`config.mk`:
```
export PLATFORM = sky130hd
export DESIGN_NAME = rfsb_ctrl
export DESIGN_NICKNAME = d
export VERILOG_FILES = /design/src/rtl/rfsb_pkg.sv /design/src/rtl/rfsb_ctrl.sv
export SDC_FILE = /design/constraint.sdc
export NUM_CORES = 1
export LEC_CHECK = 0
export BUFFER_PORTS_ARGS = -buffer_cell sky130_fd_sc_hd__buf_4
export CAP_MARGIN = 0
export CORE_MARGIN = 2
export CORE_UTILIZATION = 40
export CTS_BUF_LIST = sky130_fd_sc_hd__clkbuf_4 sky130_fd_sc_hd__clkbuf_8
export DETAILED_ROUTE_END_ITERATION = 10
export PLACE_DENSITY_LB_ADDON = 0.25
export SLEW_MARGIN = 5
export SYNTH_ARGS = -nofsm -noshare
export SYNTH_HDL_FRONTEND = slang
export SYNTH_SLANG_ARGS = --single-unit
```
`constraint.sdc`:
```
create_clock -name CLK -period 1.1 [get_ports CLK]
set_input_delay 0.165 -clock CLK [delete_from_list [all_inputs] [get_ports CLK]]
set_output_delay 0.165 -clock CLK [all_outputs]
set_load 0.05 [all_outputs]
```
`src/rtl/rfsb_pkg.sv`:
```
// Package for the RF port switch and bias control block
`default_nettype none
package rfsb_pkg;
   // ---------------------------------------------------------------
   // Register map
   // ---------------------------------------------------------------
   localparam logic [5:0]  RF_CONTROL_B_ADDR = 6'h07;
   localparam logic [15:0] RF_CONTROL_B_RST  = 16'h0000;
   localparam int          PORT_MODE_POS     = 12;
   localparam int          POLARITY_POS      = 13;
   localparam int          BIAS_EN_POS       = 14;

   // ---------------------------------------------------------------
   // Types
   // ---------------------------------------------------------------
   // Radio activity as seen by the front end
   typedef enum logic [2:0] {
      RFSB_IDLE,
      RFSB_DOZE,
      RFSB_HIBERNATE,
      RFSB_CCA,
      RFSB_RX,
      RFSB_TX
   } rfsb_op_t;

   // Control bits held from the register
   typedef struct packed {
      logic bias_en;
      logic polarity;
      logic single_port;
   } rfsb_ctrl_t;

   // Front end enables and bias pin drive
   typedef struct packed {
      logic rx_switch_en;
      logic rx_pair_pa_en;
      logic tx_pair_pa_en;
      logic bias_out;
      logic bias_oe;
   } rfsb_fe_t;
endpackage
`default_nettype wire

```
`src/rtl/rfsb_ctrl.sv`:
```
// RF port mode, switch enable and bias output control
// Notes on behaviour
// RQ1: After reset the port mode bit (12) reads zero, selecting dual-port operation.
// RQ2: Port mode bit one selects single-port operation with the rx pair bidirectional.
// RQ3: Single-port receive enables the rx switch and keeps the rx pair amplifier off.
// RQ4: Single-port transmit disables the rx switch and enables the rx pair amplifier.
// RQ5: Single-port with bias enabled drives high on transmit, low on receive, polarity ignored.
// RQ6: The bias output is high only during a channel assessment, receive or transmit sequence.
// RQ7: Dual-port leaves the rx pair as inputs with switch on for receive and its amplifier off.
// RQ8: Dual-port transmits only on the tx pair, whose amplifier is on during transmit.
// RQ9: Bias enable bit (14) resets to zero and keeps the bias pin high-impedance.
// RQ10: Bias enable one drives the pin from port mode, polarity and radio activity.
// RQ11: Polarity bit (13) resets to zero and matters only in dual-port with bias enabled.
// RQ12: Dual-port with bias enabled toggles the pin between transmit and receive levels.
// RQ13: Polarity one inverts the dual-port transmit and receive sense of the bias pin.
// RQ14: Idle, doze or hibernate drives the pin low when enabled, high-impedance otherwise.
// RQ15: Control bit changes reach the outputs on the clock after the write completes.
// RQ16: The host sets up the control bits before any sequence and leaves them alone during it.
`default_nettype none
module rfsb_ctrl (
   // Clock and reset
   input  wire logic              CLK,
   input  wire logic              RST_B,
   // Register port
   input  wire logic              REG_WE,
   input  wire logic [5:0]        REG_ADDR,
   input  wire logic [15:0]       REG_WDATA,
   output logic      [15:0]       REG_RDATA,
   // Radio activity from the sequencer
   input  wire rfsb_pkg::rfsb_op_t RADIO_OP,
   // Front end controls
   output logic                   RX_SWITCH_EN,
   output logic                   RX_PAIR_PA_EN,
   output logic                   TX_PAIR_PA_EN,
   output logic                   RX_PAIR_DIR_OUT,
   // Bias pin
   output logic                   BIAS_SWITCH_OUT_O,
   output logic                   BIAS_SWITCH_OUT_OE
);

   // ---------------------------------------------------------------
   // Register
   // ---------------------------------------------------------------
   logic [15:0]         rf_control_b_reg;
   rfsb_pkg::rfsb_ctrl_t ctrl;
   rfsb_pkg::rfsb_fe_t   fe_next;
   rfsb_pkg::rfsb_fe_t   fe_reg;
   logic                 wr_hit;
   logic                 is_tx;
   logic                 is_rx;
   logic                 in_seq;
   logic                 dual_level;

   assign wr_hit = REG_WE && (REG_ADDR == rfsb_pkg::RF_CONTROL_B_ADDR);

   // Whole word held; only bits 14..12 steer this block
   // RQ1 reset values
   always_ff @(posedge CLK or negedge RST_B) begin
      if (!RST_B) begin
         rf_control_b_reg <= rfsb_pkg::RF_CONTROL_B_RST;
      end else if (wr_hit) begin
         rf_control_b_reg <= REG_WDATA;
      end
   end

   // Read answer is the held word; control bits reflect exactly what was written
   always_ff @(posedge CLK or negedge RST_B) begin
      if (!RST_B) begin
         REG_RDATA <= 16'h0000;
      end else begin
         REG_RDATA <= (REG_ADDR == rfsb_pkg::RF_CONTROL_B_ADDR) ? rf_control_b_reg : 16'h0000;
      end
   end

   // ---------------------------------------------------------------
   // Decode
   // ---------------------------------------------------------------
   // RQ2 port mode select
   assign ctrl.single_port = rf_control_b_reg[rfsb_pkg::PORT_MODE_POS];
   assign ctrl.polarity    = rf_control_b_reg[rfsb_pkg::POLARITY_POS];
   assign ctrl.bias_en     = rf_control_b_reg[rfsb_pkg::BIAS_EN_POS];

   assign is_tx  = (RADIO_OP == rfsb_pkg::RFSB_TX);
   assign is_rx  = (RADIO_OP == rfsb_pkg::RFSB_RX) || (RADIO_OP == rfsb_pkg::RFSB_CCA);
   // RQ6 high only in a sequence
   assign in_seq = is_tx || is_rx;

   // RQ13 polarity inverts dual-port sense
   assign dual_level = is_tx ^ ctrl.polarity;

   // Enables per mode
   always_comb begin
      fe_next = '0;
      if (ctrl.single_port) begin
         // RQ3 single-port receive
         fe_next.rx_switch_en  = is_rx;
         // RQ4 single-port transmit
         fe_next.rx_pair_pa_en = is_tx;
      end else begin
         // RQ7 dual-port rx pair input only
         fe_next.rx_switch_en  = is_rx;
         // RQ8 dual-port tx pair
         fe_next.tx_pair_pa_en = is_tx;
      end
      // RQ9 tri-state while disabled
      // RQ10 driven while enabled
      fe_next.bias_oe = ctrl.bias_en;
      if (ctrl.bias_en && in_seq) begin
         // RQ5 single-port ignores polarity
         // RQ11 polarity only in dual-port
         // RQ12 dual-port toggles with tx/rx
         fe_next.bias_out = ctrl.single_port ? is_tx : dual_level;
      end else begin
         // RQ14 low when idle, doze, hibernate
         fe_next.bias_out = 1'b0;
      end
   end

   // RQ15 registered outputs, one clock after write
   always_ff @(posedge CLK or negedge RST_B) begin
      if (!RST_B) begin
         fe_reg <= '0;
      end else begin
         fe_reg <= fe_next;
      end
   end

   assign RX_SWITCH_EN       = fe_reg.rx_switch_en;
   assign RX_PAIR_PA_EN      = fe_reg.rx_pair_pa_en;
   assign TX_PAIR_PA_EN      = fe_reg.tx_pair_pa_en;
   assign RX_PAIR_DIR_OUT    = fe_reg.rx_pair_pa_en;
   assign BIAS_SWITCH_OUT_O  = fe_reg.bias_out;
   assign BIAS_SWITCH_OUT_OE = fe_reg.bias_oe;

   // ---------------------------------------------------------------
   // Checks
   // ---------------------------------------------------------------
   // Every output is one flop behind its inputs, so most checks look
   // one edge later with |=>. Expected levels are written from the
   // decode wires above (ctrl, is_tx, is_rx, in_seq) rather than from the
   // mode table, so a slip in the decode is mirrored here instead of showing up.

   // ---------------------------------------------------------------
   // Reset state
   // ---------------------------------------------------------------
   // These run without the reset disable, since they watch reset itself.

   // RQ1 dual-port after reset
   a_reset_dual_mode : assert property (@(posedge CLK) // RQ1
      !RST_B |-> (!ctrl.single_port && !ctrl.polarity && !ctrl.bias_en))
      else $error("control bits not cleared in reset");

   // RQ9 pin floats in reset
   a_reset_bias_hiz : assert property (@(posedge CLK) // RQ9
      !RST_B |-> !BIAS_SWITCH_OUT_OE)
      else $error("bias pin driven in reset");

   // RQ7 amplifiers off in reset
   a_reset_fe_off : assert property (@(posedge CLK) // RQ7
      !RST_B |-> (!RX_SWITCH_EN && !RX_PAIR_PA_EN && !TX_PAIR_PA_EN))
      else $error("front end enabled in reset");

   // ---------------------------------------------------------------
   // Register and read port
   // ---------------------------------------------------------------
   // RQ15 write stores word
   a_write_stores : assert property (@(posedge CLK) disable iff (!RST_B) // RQ15
      wr_hit |=> (rf_control_b_reg == $past(REG_WDATA)))
      else $error("write to control word lost");

   // RQ15 no write, no change
   a_word_holds : assert property (@(posedge CLK) disable iff (!RST_B) // RQ15
      !wr_hit |=> $stable(rf_control_b_reg))
      else $error("control word changed without write");

   // RQ1 read answers held word
   a_read_word : assert property (@(posedge CLK) disable iff (!RST_B) // RQ1
      (REG_ADDR == rfsb_pkg::RF_CONTROL_B_ADDR) |=> (REG_RDATA == $past(rf_control_b_reg)))
      else $error("read data is not the control word");

   // RQ1 other addresses read zero
   a_read_other : assert property (@(posedge CLK) disable iff (!RST_B) // RQ1
      (REG_ADDR != rfsb_pkg::RF_CONTROL_B_ADDR) |=> (REG_RDATA == 16'h0000))
      else $error("unmapped address read not zero");

   // RQ15 enable lands two edges after strobe
   a_write_effect : assert property (@(posedge CLK) disable iff (!RST_B) // RQ15
      wr_hit |=> ##1 (BIAS_SWITCH_OUT_OE == $past(REG_WDATA[14], 2)))
      else $error("bias enable write not applied");

   // ---------------------------------------------------------------
   // Bias pin drive
   // ---------------------------------------------------------------
   // RQ9 tri-state while off
   a_tristate_when_off : assert property (@(posedge CLK) disable iff (!RST_B) // RQ9
      !ctrl.bias_en |=> !BIAS_SWITCH_OUT_OE) else $error("bias pin driven while disabled");

   // RQ9 level parked low while off
   a_low_when_off : assert property (@(posedge CLK) disable iff (!RST_B) // RQ9
      !BIAS_SWITCH_OUT_OE |-> !BIAS_SWITCH_OUT_O)
      else $error("bias level high while floating");

   // RQ10 driven while on
   a_drive_when_on : assert property (@(posedge CLK) disable iff (!RST_B) // RQ10
      ctrl.bias_en |=> BIAS_SWITCH_OUT_OE) else $error("bias pin not driven while enabled");

   // RQ6 high only in a sequence
   a_high_in_seq : assert property (@(posedge CLK) disable iff (!RST_B) // RQ6
      BIAS_SWITCH_OUT_O |-> $past(in_seq)) else $error("bias high outside sequence");

   // RQ14 low outside sequences
   a_idle_low : assert property (@(posedge CLK) disable iff (!RST_B) // RQ14
      !in_seq |=> !BIAS_SWITCH_OUT_O) else $error("bias not low when idle");

   // RQ14 idle drive is active low
   a_idle_driven_low : assert property (@(posedge CLK) disable iff (!RST_B) // RQ14
      (ctrl.bias_en && !in_seq) |=> (BIAS_SWITCH_OUT_OE && !BIAS_SWITCH_OUT_O))
      else $error("idle bias not driven low");

   // ---------------------------------------------------------------
   // Single-port mode
   // ---------------------------------------------------------------
   // RQ5 transmit drives high
   a_single_tx_high : assert property (@(posedge CLK) disable iff (!RST_B) // RQ5
      (ctrl.bias_en && ctrl.single_port && is_tx) |=> BIAS_SWITCH_OUT_O)
      else $error("single-port tx bias not high");

   // RQ5 receive drives low whatever the polarity
   a_single_rx_bias : assert property (@(posedge CLK) disable iff (!RST_B) // RQ5
      (ctrl.bias_en && ctrl.single_port && is_rx) |=> !BIAS_SWITCH_OUT_O)
      else $error("single-port rx bias not low");

   // RQ11 polarity ignored in single-port
   a_single_no_pol : assert property (@(posedge CLK) disable iff (!RST_B) // RQ11
      (ctrl.bias_en && ctrl.single_port && in_seq)
      |=> (BIAS_SWITCH_OUT_O == ($past(RADIO_OP) == rfsb_pkg::RFSB_TX)))
      else $error("single-port bias follows polarity");

   // RQ3 receive switch on, pair amplifier off
   a_single_rx_low : assert property (@(posedge CLK) disable iff (!RST_B) // RQ3
      (ctrl.single_port && is_rx) |=> (RX_SWITCH_EN && !RX_PAIR_PA_EN && !BIAS_SWITCH_OUT_O))
      else $error("single-port rx controls wrong");

   // RQ4 transmit isolates the amplifier input
   a_single_tx_en : assert property (@(posedge CLK) disable iff (!RST_B) // RQ4
      (ctrl.single_port && is_tx) |=> (!RX_SWITCH_EN && RX_PAIR_PA_EN && !TX_PAIR_PA_EN))
      else $error("single-port tx controls wrong");

   // RQ4 switch and pair amplifier never both on
   a_switch_pa_excl : assert property (@(posedge CLK) disable iff (!RST_B) // RQ4
      !(RX_SWITCH_EN && RX_PAIR_PA_EN))
      else $error("rx switch on while pair amplifier on");

   // RQ2 tx pair unused in single-port
   a_single_tx_pair_off : assert property (@(posedge CLK) disable iff (!RST_B) // RQ2
      ctrl.single_port |=> !TX_PAIR_PA_EN)
      else $error("tx pair amplifier on in single-port");

   // RQ2 pair direction tracks its amplifier
   a_dir_tracks_pa : assert property (@(posedge CLK) disable iff (!RST_B) // RQ2
      RX_PAIR_DIR_OUT == RX_PAIR_PA_EN)
      else $error("rx pair direction disagrees with amplifier");

   // ---------------------------------------------------------------
   // Dual-port mode
   // ---------------------------------------------------------------
   // RQ7 rx pair amplifier stays off
   a_dual_rx_pa_off : assert property (@(posedge CLK) disable iff (!RST_B) // RQ7
      !ctrl.single_port |=> !RX_PAIR_PA_EN) else $error("dual-port rx pair amplifier on");

   // RQ7 rx pair input only
   a_dual_dir_in : assert property (@(posedge CLK) disable iff (!RST_B) // RQ7
      !ctrl.single_port |=> !RX_PAIR_DIR_OUT)
      else $error("dual-port rx pair driven");

   // RQ7 switch on for receive
   a_dual_rx_switch : assert property (@(posedge CLK) disable iff (!RST_B) // RQ7
      (!ctrl.single_port && is_rx) |=> RX_SWITCH_EN)
      else $error("dual-port rx switch off");

   // RQ8 tx pair carries transmit
   a_dual_tx_pair : assert property (@(posedge CLK) disable iff (!RST_B) // RQ8
      (!ctrl.single_port && is_tx) |=> TX_PAIR_PA_EN) else $error("dual-port tx pair off");

   // RQ8 the two amplifiers never both on
   a_pa_exclusive : assert property (@(posedge CLK) disable iff (!RST_B) // RQ8
      !(RX_PAIR_PA_EN && TX_PAIR_PA_EN))
      else $error("both amplifiers on");

   // RQ12 receive level is the polarity bit
   a_dual_rx_level : assert property (@(posedge CLK) disable iff (!RST_B) // RQ12
      (ctrl.bias_en && !ctrl.single_port && is_rx)
      |=> (BIAS_SWITCH_OUT_O == $past(ctrl.polarity)))
      else $error("dual-port rx bias level wrong");

   // RQ12 transmit level is the inverse
   a_dual_tx_level : assert property (@(posedge CLK) disable iff (!RST_B) // RQ12
      (ctrl.bias_en && !ctrl.single_port && is_tx)
      |=> (BIAS_SWITCH_OUT_O == !$past(ctrl.polarity)))
      else $error("dual-port tx bias level wrong");

   // RQ13 polarity flips the sense
   a_dual_polarity : assert property (@(posedge CLK) disable iff (!RST_B) // RQ13
      (ctrl.bias_en && !ctrl.single_port && in_seq)
      |=> (BIAS_SWITCH_OUT_O
           == (($past(RADIO_OP) == rfsb_pkg::RFSB_TX) != $past(ctrl.polarity))))
      else $error("dual-port bias sense wrong");

   // Limitation: a control write in mid-sequence is obeyed at once, so
   // the host keeps the bits steady while the radio is busy.

endmodule
`default_nettype wire

```
* After elaboration in Yosys (flattened, before gate mapping)
Cells that the tools add are included.
Storage, ports and cells: input port bits 28, memory bits (writable) 0, bits in latches 0, memories 0, register bits 37, bits in read-only memories 0, logic and storage cells 21, output and inout bits 22
Operators by class: bitwise operators 1, equality and inequality tests 4, shifts and indexed selects 0, mux-type cells 5, $lt $le $gt $ge 0, reduce and logical (&&, ||, !) cells 4, div/mod/pow operators 0, $mul 0, add/sub/neg operators 0
Operator list (count):
- $mux 16 | 1
- $eq 3x3->1 const B | 2
- $eq 6x3->1 const B | 1
- $mux 1 | 4
- $eq 3x2->1 const B | 1
- $logic_and 1x1->1 | 2
- $logic_or 1x1->1 | 2
- $xor 1x1->1 | 1

* Logic depth before layout (Yosys ltp)
word-level depth 5, mapped depth 4, mapped depth without buffers 3

* Worst setup path after synthesis
Ideal clock, no wire load.
path type in2reg, start input port REG_ADDR[4], end register rf_control_b_reg[10], required time 973 ps, setup time 127 ps, path slack -104 ps, stages 4, path buffers 1, arrival 1077 ps, cells stage by stage nand4bb_4 > nor2_8 > buf_6 > mux2_1
On the way: word-level cells in the longest chain between the ends 2
RTL lines:
- start, declared | line rfsb_ctrl.sv:26 | input wire logic [5:0] REG_ADDR,
- $eq 6x3->1 | line rfsb_ctrl.sv:54 | assign wr_hit = REG_WE && (REG_ADDR == rfsb_pkg::RF_CONTROL_B_ADDR);
- $logic_and 1x1->1 | line rfsb_ctrl.sv:54
- end signal, assigned | line rfsb_ctrl.sv:60 | rf_control_b_reg <= rfsb_pkg::RF_CONTROL_B_RST;
- end, declared | line rfsb_ctrl.sv:44 | logic [15:0] rf_control_b_reg;
No other way between the ends. A chain may end at the register's enable or synchronous reset.

* Worst setup path after layout
start register fe_reg (netlist bit RX_PAIR_DIR_OUT), end output port RX_PAIR_DIR_OUT
RTL lines:
- start, declared | line rfsb_ctrl.sv:47 | rfsb_pkg::rfsb_fe_t fe_reg;
- start signal, assigned | line rfsb_ctrl.sv:124 | fe_reg <= fe_next;
- end, declared | line rfsb_ctrl.sv:35 | output logic RX_PAIR_DIR_OUT,
No word-level cell between the ends.

==> summary by stage <==
Cells and area
The cell area after layout is 2020 sq um. The count of cells in the finished layout, fillers not included, comes to 192. The number of antenna diodes in the final layout is 0. Leaving out fill and tap cells, the most frequent cells in the layout are sky130_fd_sc_hd__dfrtp_1, sky130_fd_sc_hd__buf_4, sky130_fd_sc_hd__and2_1. The net count of the finished layout is 173. The area overhead of the layout relative to synthesis is 46.1%.

Cells fill 60.5% of the core in the end. The fraction of final layout cells with drive strength greater than 1 is 54.1%. The most common library cell in the layout ignoring fill and taps is sky130_fd_sc_hd__dfrtp_1.

Placement
Once detailed placement completed, the half-perimeter wirelength came to 1680 um. The last weighted congestion value of the routability-driven placer is 0.786. Prior to clock tree synthesis, the placed netlist has a worst setup slack of -230 ps. The post-place instance area is 1880 sq um. The number of placed instances, taps included is 183. Buffers placed on the I/O ports in this run total 49.

Clock network
In this run the deepest clock path goes through 2 buffers. The clock tree synthesis step divided the H-tree into 2 levels. Buffers inserted during clock tree synthesis total 5. CTS saw 37 sinks. TritonCTS built the clock tree. The clock transition at the register clock pins on the worst setup and hold paths after CTS is 100 ps. The number of buffers added for setup after CTS is 0. The library cell used as clock root buffer is sky130_fd_sc_hd__clkbuf_4. For the worst-skew pair, the clock arrives at the later sink with an insertion delay of 330 ps.

Synthesis
Summing the areas of all xor and xnor instances in the mapped netlist gives 0.634% of the synthesized area. After synthesis, flip-flops and latches occupy 67.0% of the total area. The arithmetic-cell share of the synthesized area counting full adders, half adders and majority gates is 0%.

After synthesis the cells add up to 1380 sq um. By area, the combinational part of the netlist is dominated by simple AND/OR/NAND/NOR gates. The post-synthesis simple-gate area fraction is 15.9%.

The share of the synthesized area in compound gates (AO/OA/AOI/OAI) is 0.362%. After synthesis, the netlist uses 17 different library cells. The number of storage elements in the synthesis netlist is 37. The total of warnings raised by yosys is 0. The multiplexer fraction of the synthesized cell area is 13.9%. The cell count after synthesis came out at 87. The net count after synthesis is 115. The mean area per synthesized cell is 15.9 sq um.

Floorplan
The site row count is 21. The top-level I/O count is 50. After floorplanning, the core was sized to cover 3340 sq um. The starting utilization of the core area is 41.4%. The area of the die is 3940 sq um. The die width is 62.8 um. The die is 62.8 um tall.

STA
Setup violations remaining at the end of the flow were counted as 0. The routed design could run at a clock period as short as 1080 ps. Measured against its own limit, the worst slew margin works out to 70.2%. The transition at the pin with the smallest max-transition slack is 447 ps. The number of endpoints with negative hold slack in the final report is 0.

Clock skew on the completed layout was measured at 4.45 ps. The final count of pins violating max slew was 0. The worst setup margin is 22.1 ps. Across all hold checks on the routed design, the worst slack comes to 46.5 ps. Timing would allow up to 928 MHz. In the finished design, the share of the clock period the worst path needs comes to 98.0%.

Summed over all failing endpoints, the final setup total negative slack is 0 ps. Setup repair after global routing could not meet its margin everywhere.

GRT
The number of global-route vias before repair is 891. The number of antenna violations at the first check in global routing was 0. The pin count of the biggest net entering global routing is 38. Across every metal layer, demand over resource in global routing totals 13.7%. The first-pass GRT wire length is 3980 um. The global-route congestion overflow total is 0.

Power
The internal power of the cells totals 2.02 mW. Combinational logic is responsible for 12.8% of the overall power. The relative contribution of sequential cells to total power is 57.3%. Per report_power, the clock group accounts for 29.9% of the total. The switching power is 0.600 mW.

The share of total power consumed by net switching is 22.9%. For this design the ratio of total power to cell area is 1300 nW/um^2. The worst ir drop on vdd is 0.000607 V. The leakage component of the power is 1.05 nW.

Power comes to 2.62 mW.

Status
The run finished with clean final reports.

Routing
The residual DRC count is 0. The total wire length after detailed routing is 2370 um. Once detail routing completed, the nets flagged for antenna violations numbered 0.

Summing over every cut layer, the via total after detailed routing is 866. Dividing the detail-routed via count by the number of cells gives 4.51. The first TritonRoute pass finished after 2 iterations. In the final routed layout, each cell accounts on average for 12.3 um.

The detailed router finished its first iteration with 25 violations.

Setup path
The sort of element at the end of the critical path is a primary output. The slowest library cell on the worst path is sky130_fd_sc_hd__dfrtp_1. Broken down by cell family, the worst path's largest delay share belongs to flip-flops. On the worst path, the slowest cell contributes a delay of 420 ps. By startpoint and endpoint, the worst setup path is classified as reg2out. The worst setup path is launched from a flop.

Together, buffers and inverters on the worst path number 1. Traced cell by cell, the critical path runs through buf_6. The arrival time of data at the critical path endpoint is 910 ps. The critical path data required time is 940 ps. The depth of the worst register-to-register path is 3. The total number of cells along the worst setup path is 1. Of all nets on the critical path, the largest fanout is 2.

Hold path
The worst hold path was traced through 2 stages. The classification of the worst-slack hold path is in2reg.

Run
The count of maximum capacitance violations is 0.
[worst paths after layout]
| kind | start | endpoint | slack [ps] |
|---|---|---|---|
| max | RX_PAIR_DIR_OUT | RX_PAIR_DIR_OUT | 20 |
| min | REG_WDATA[15] | rf_control_b_reg[15] | 50 |
| max reg2reg | rf_control_b_reg[12] | BIAS_SWITCH_OUT_O | 140 |
| min reg2reg | rf_control_b_reg[14] | BIAS_SWITCH_OUT_OE | 450 |
| max in group asynchronous | RST_B | rf_control_b_reg[15] | 470 |
| min in group asynchronous | RST_B | REG_RDATA[10] | 320 |
[synth_stat cells]
| cell type | n | share of area (%) |
|---|---|---|
| sky130_fd_sc_hd__buf_6 | 2 | 1.6 |
| sky130_fd_sc_hd__nand4_1 | 1 | 0.45 |
| sky130_fd_sc_hd__buf_4 | 1 | 0.54 |
| sky130_fd_sc_hd__nand3b_2 | 1 | 0.82 |
| sky130_fd_sc_hd__dfrtp_1 | 37 | 67 |
| sky130_fd_sc_hd__nor2_1 | 1 | 0.27 |
| sky130_fd_sc_hd__nand2_1 | 2 | 0.54 |
| sky130_fd_sc_hd__mux2_1 | 13 | 11 |
| sky130_fd_sc_hd__nor2_8 | 1 | 1.4 |
| sky130_fd_sc_hd__nand4bb_4 | 1 | 2.0 |
| sky130_fd_sc_hd__nor3b_4 | 1 | 1.4 |
| sky130_fd_sc_hd__mux2_2 | 4 | 3.3 |
| sky130_fd_sc_hd__o21ai_0 | 1 | 0.36 |
| sky130_fd_sc_hd__xnor2_1 | 1 | 0.63 |
| sky130_fd_sc_hd__and2_1 | 16 | 7.2 |
| sky130_fd_sc_hd__nor2b_1 | 3 | 1.4 |
| sky130_fd_sc_hd__and3_1 | 1 | 0.45 |
[per-layer routing]
layer / track usage [%] / wire [um] / up-vias
li1: - / - / 407
met1: 14.6 / 888 / 417
met2: 22.4 / 1240 / 34
met3: 6.49 / 173 / 8
met4: 7.50 / 65 / 0
met5: 0 / 0 / -
[what timing repair did]
item	4_1_cts	5_1_grt
endpoints found under the setup margin	1	15
resized for setup	1	14
hold buffers	1	0
hold endpoints to repair	37	0
[cells by family (layout without fill, tap and decap cells)]
logic type,count (synthesis),in the layout
AO/OA/AOI/OAI,1,1
XOR/XNOR,1,1
buffers and inverters,3,62
flip-flops,37,37
multiplexers,17,17
AND/OR/NAND/NOR,28,28
[layout make-up]
type	count	area, sq um
clock inverters	1	5.00
multi-input cells	47	463
well taps	46	57.6
clock buffers	7	65.1
repair buffers	54	502
flip-flops and latches	37	926
fillers	264	1320
[power by group through the flow]
| stage | combinational, mW | sequential, mW | clock [mW] |
|---|---|---|---|
| floorplan | 0.135 | 1.56 | 0 |
| global placement | 0.320 | 1.52 | 0 |
| detailed placement | 0.329 | 1.52 | 0 |
| CTS | 0.335 | 1.50 | 0.816 |
| global route | 0.360 | 1.51 | 0.883 |
| finish | 0.335 | 1.50 | 0.781 |
[worst register-to-register path, delay by kind of cell (launching register included)]
family / cells / cell delay [ps]
AOI/OAI and AO/OA: 1 / 90
DFF: 1 / 430
xor gates and xnor gates: 1 / 130
and+or+nand+nor: 1 / 200
Note: power is estimated with default switching activity, not from simulation.
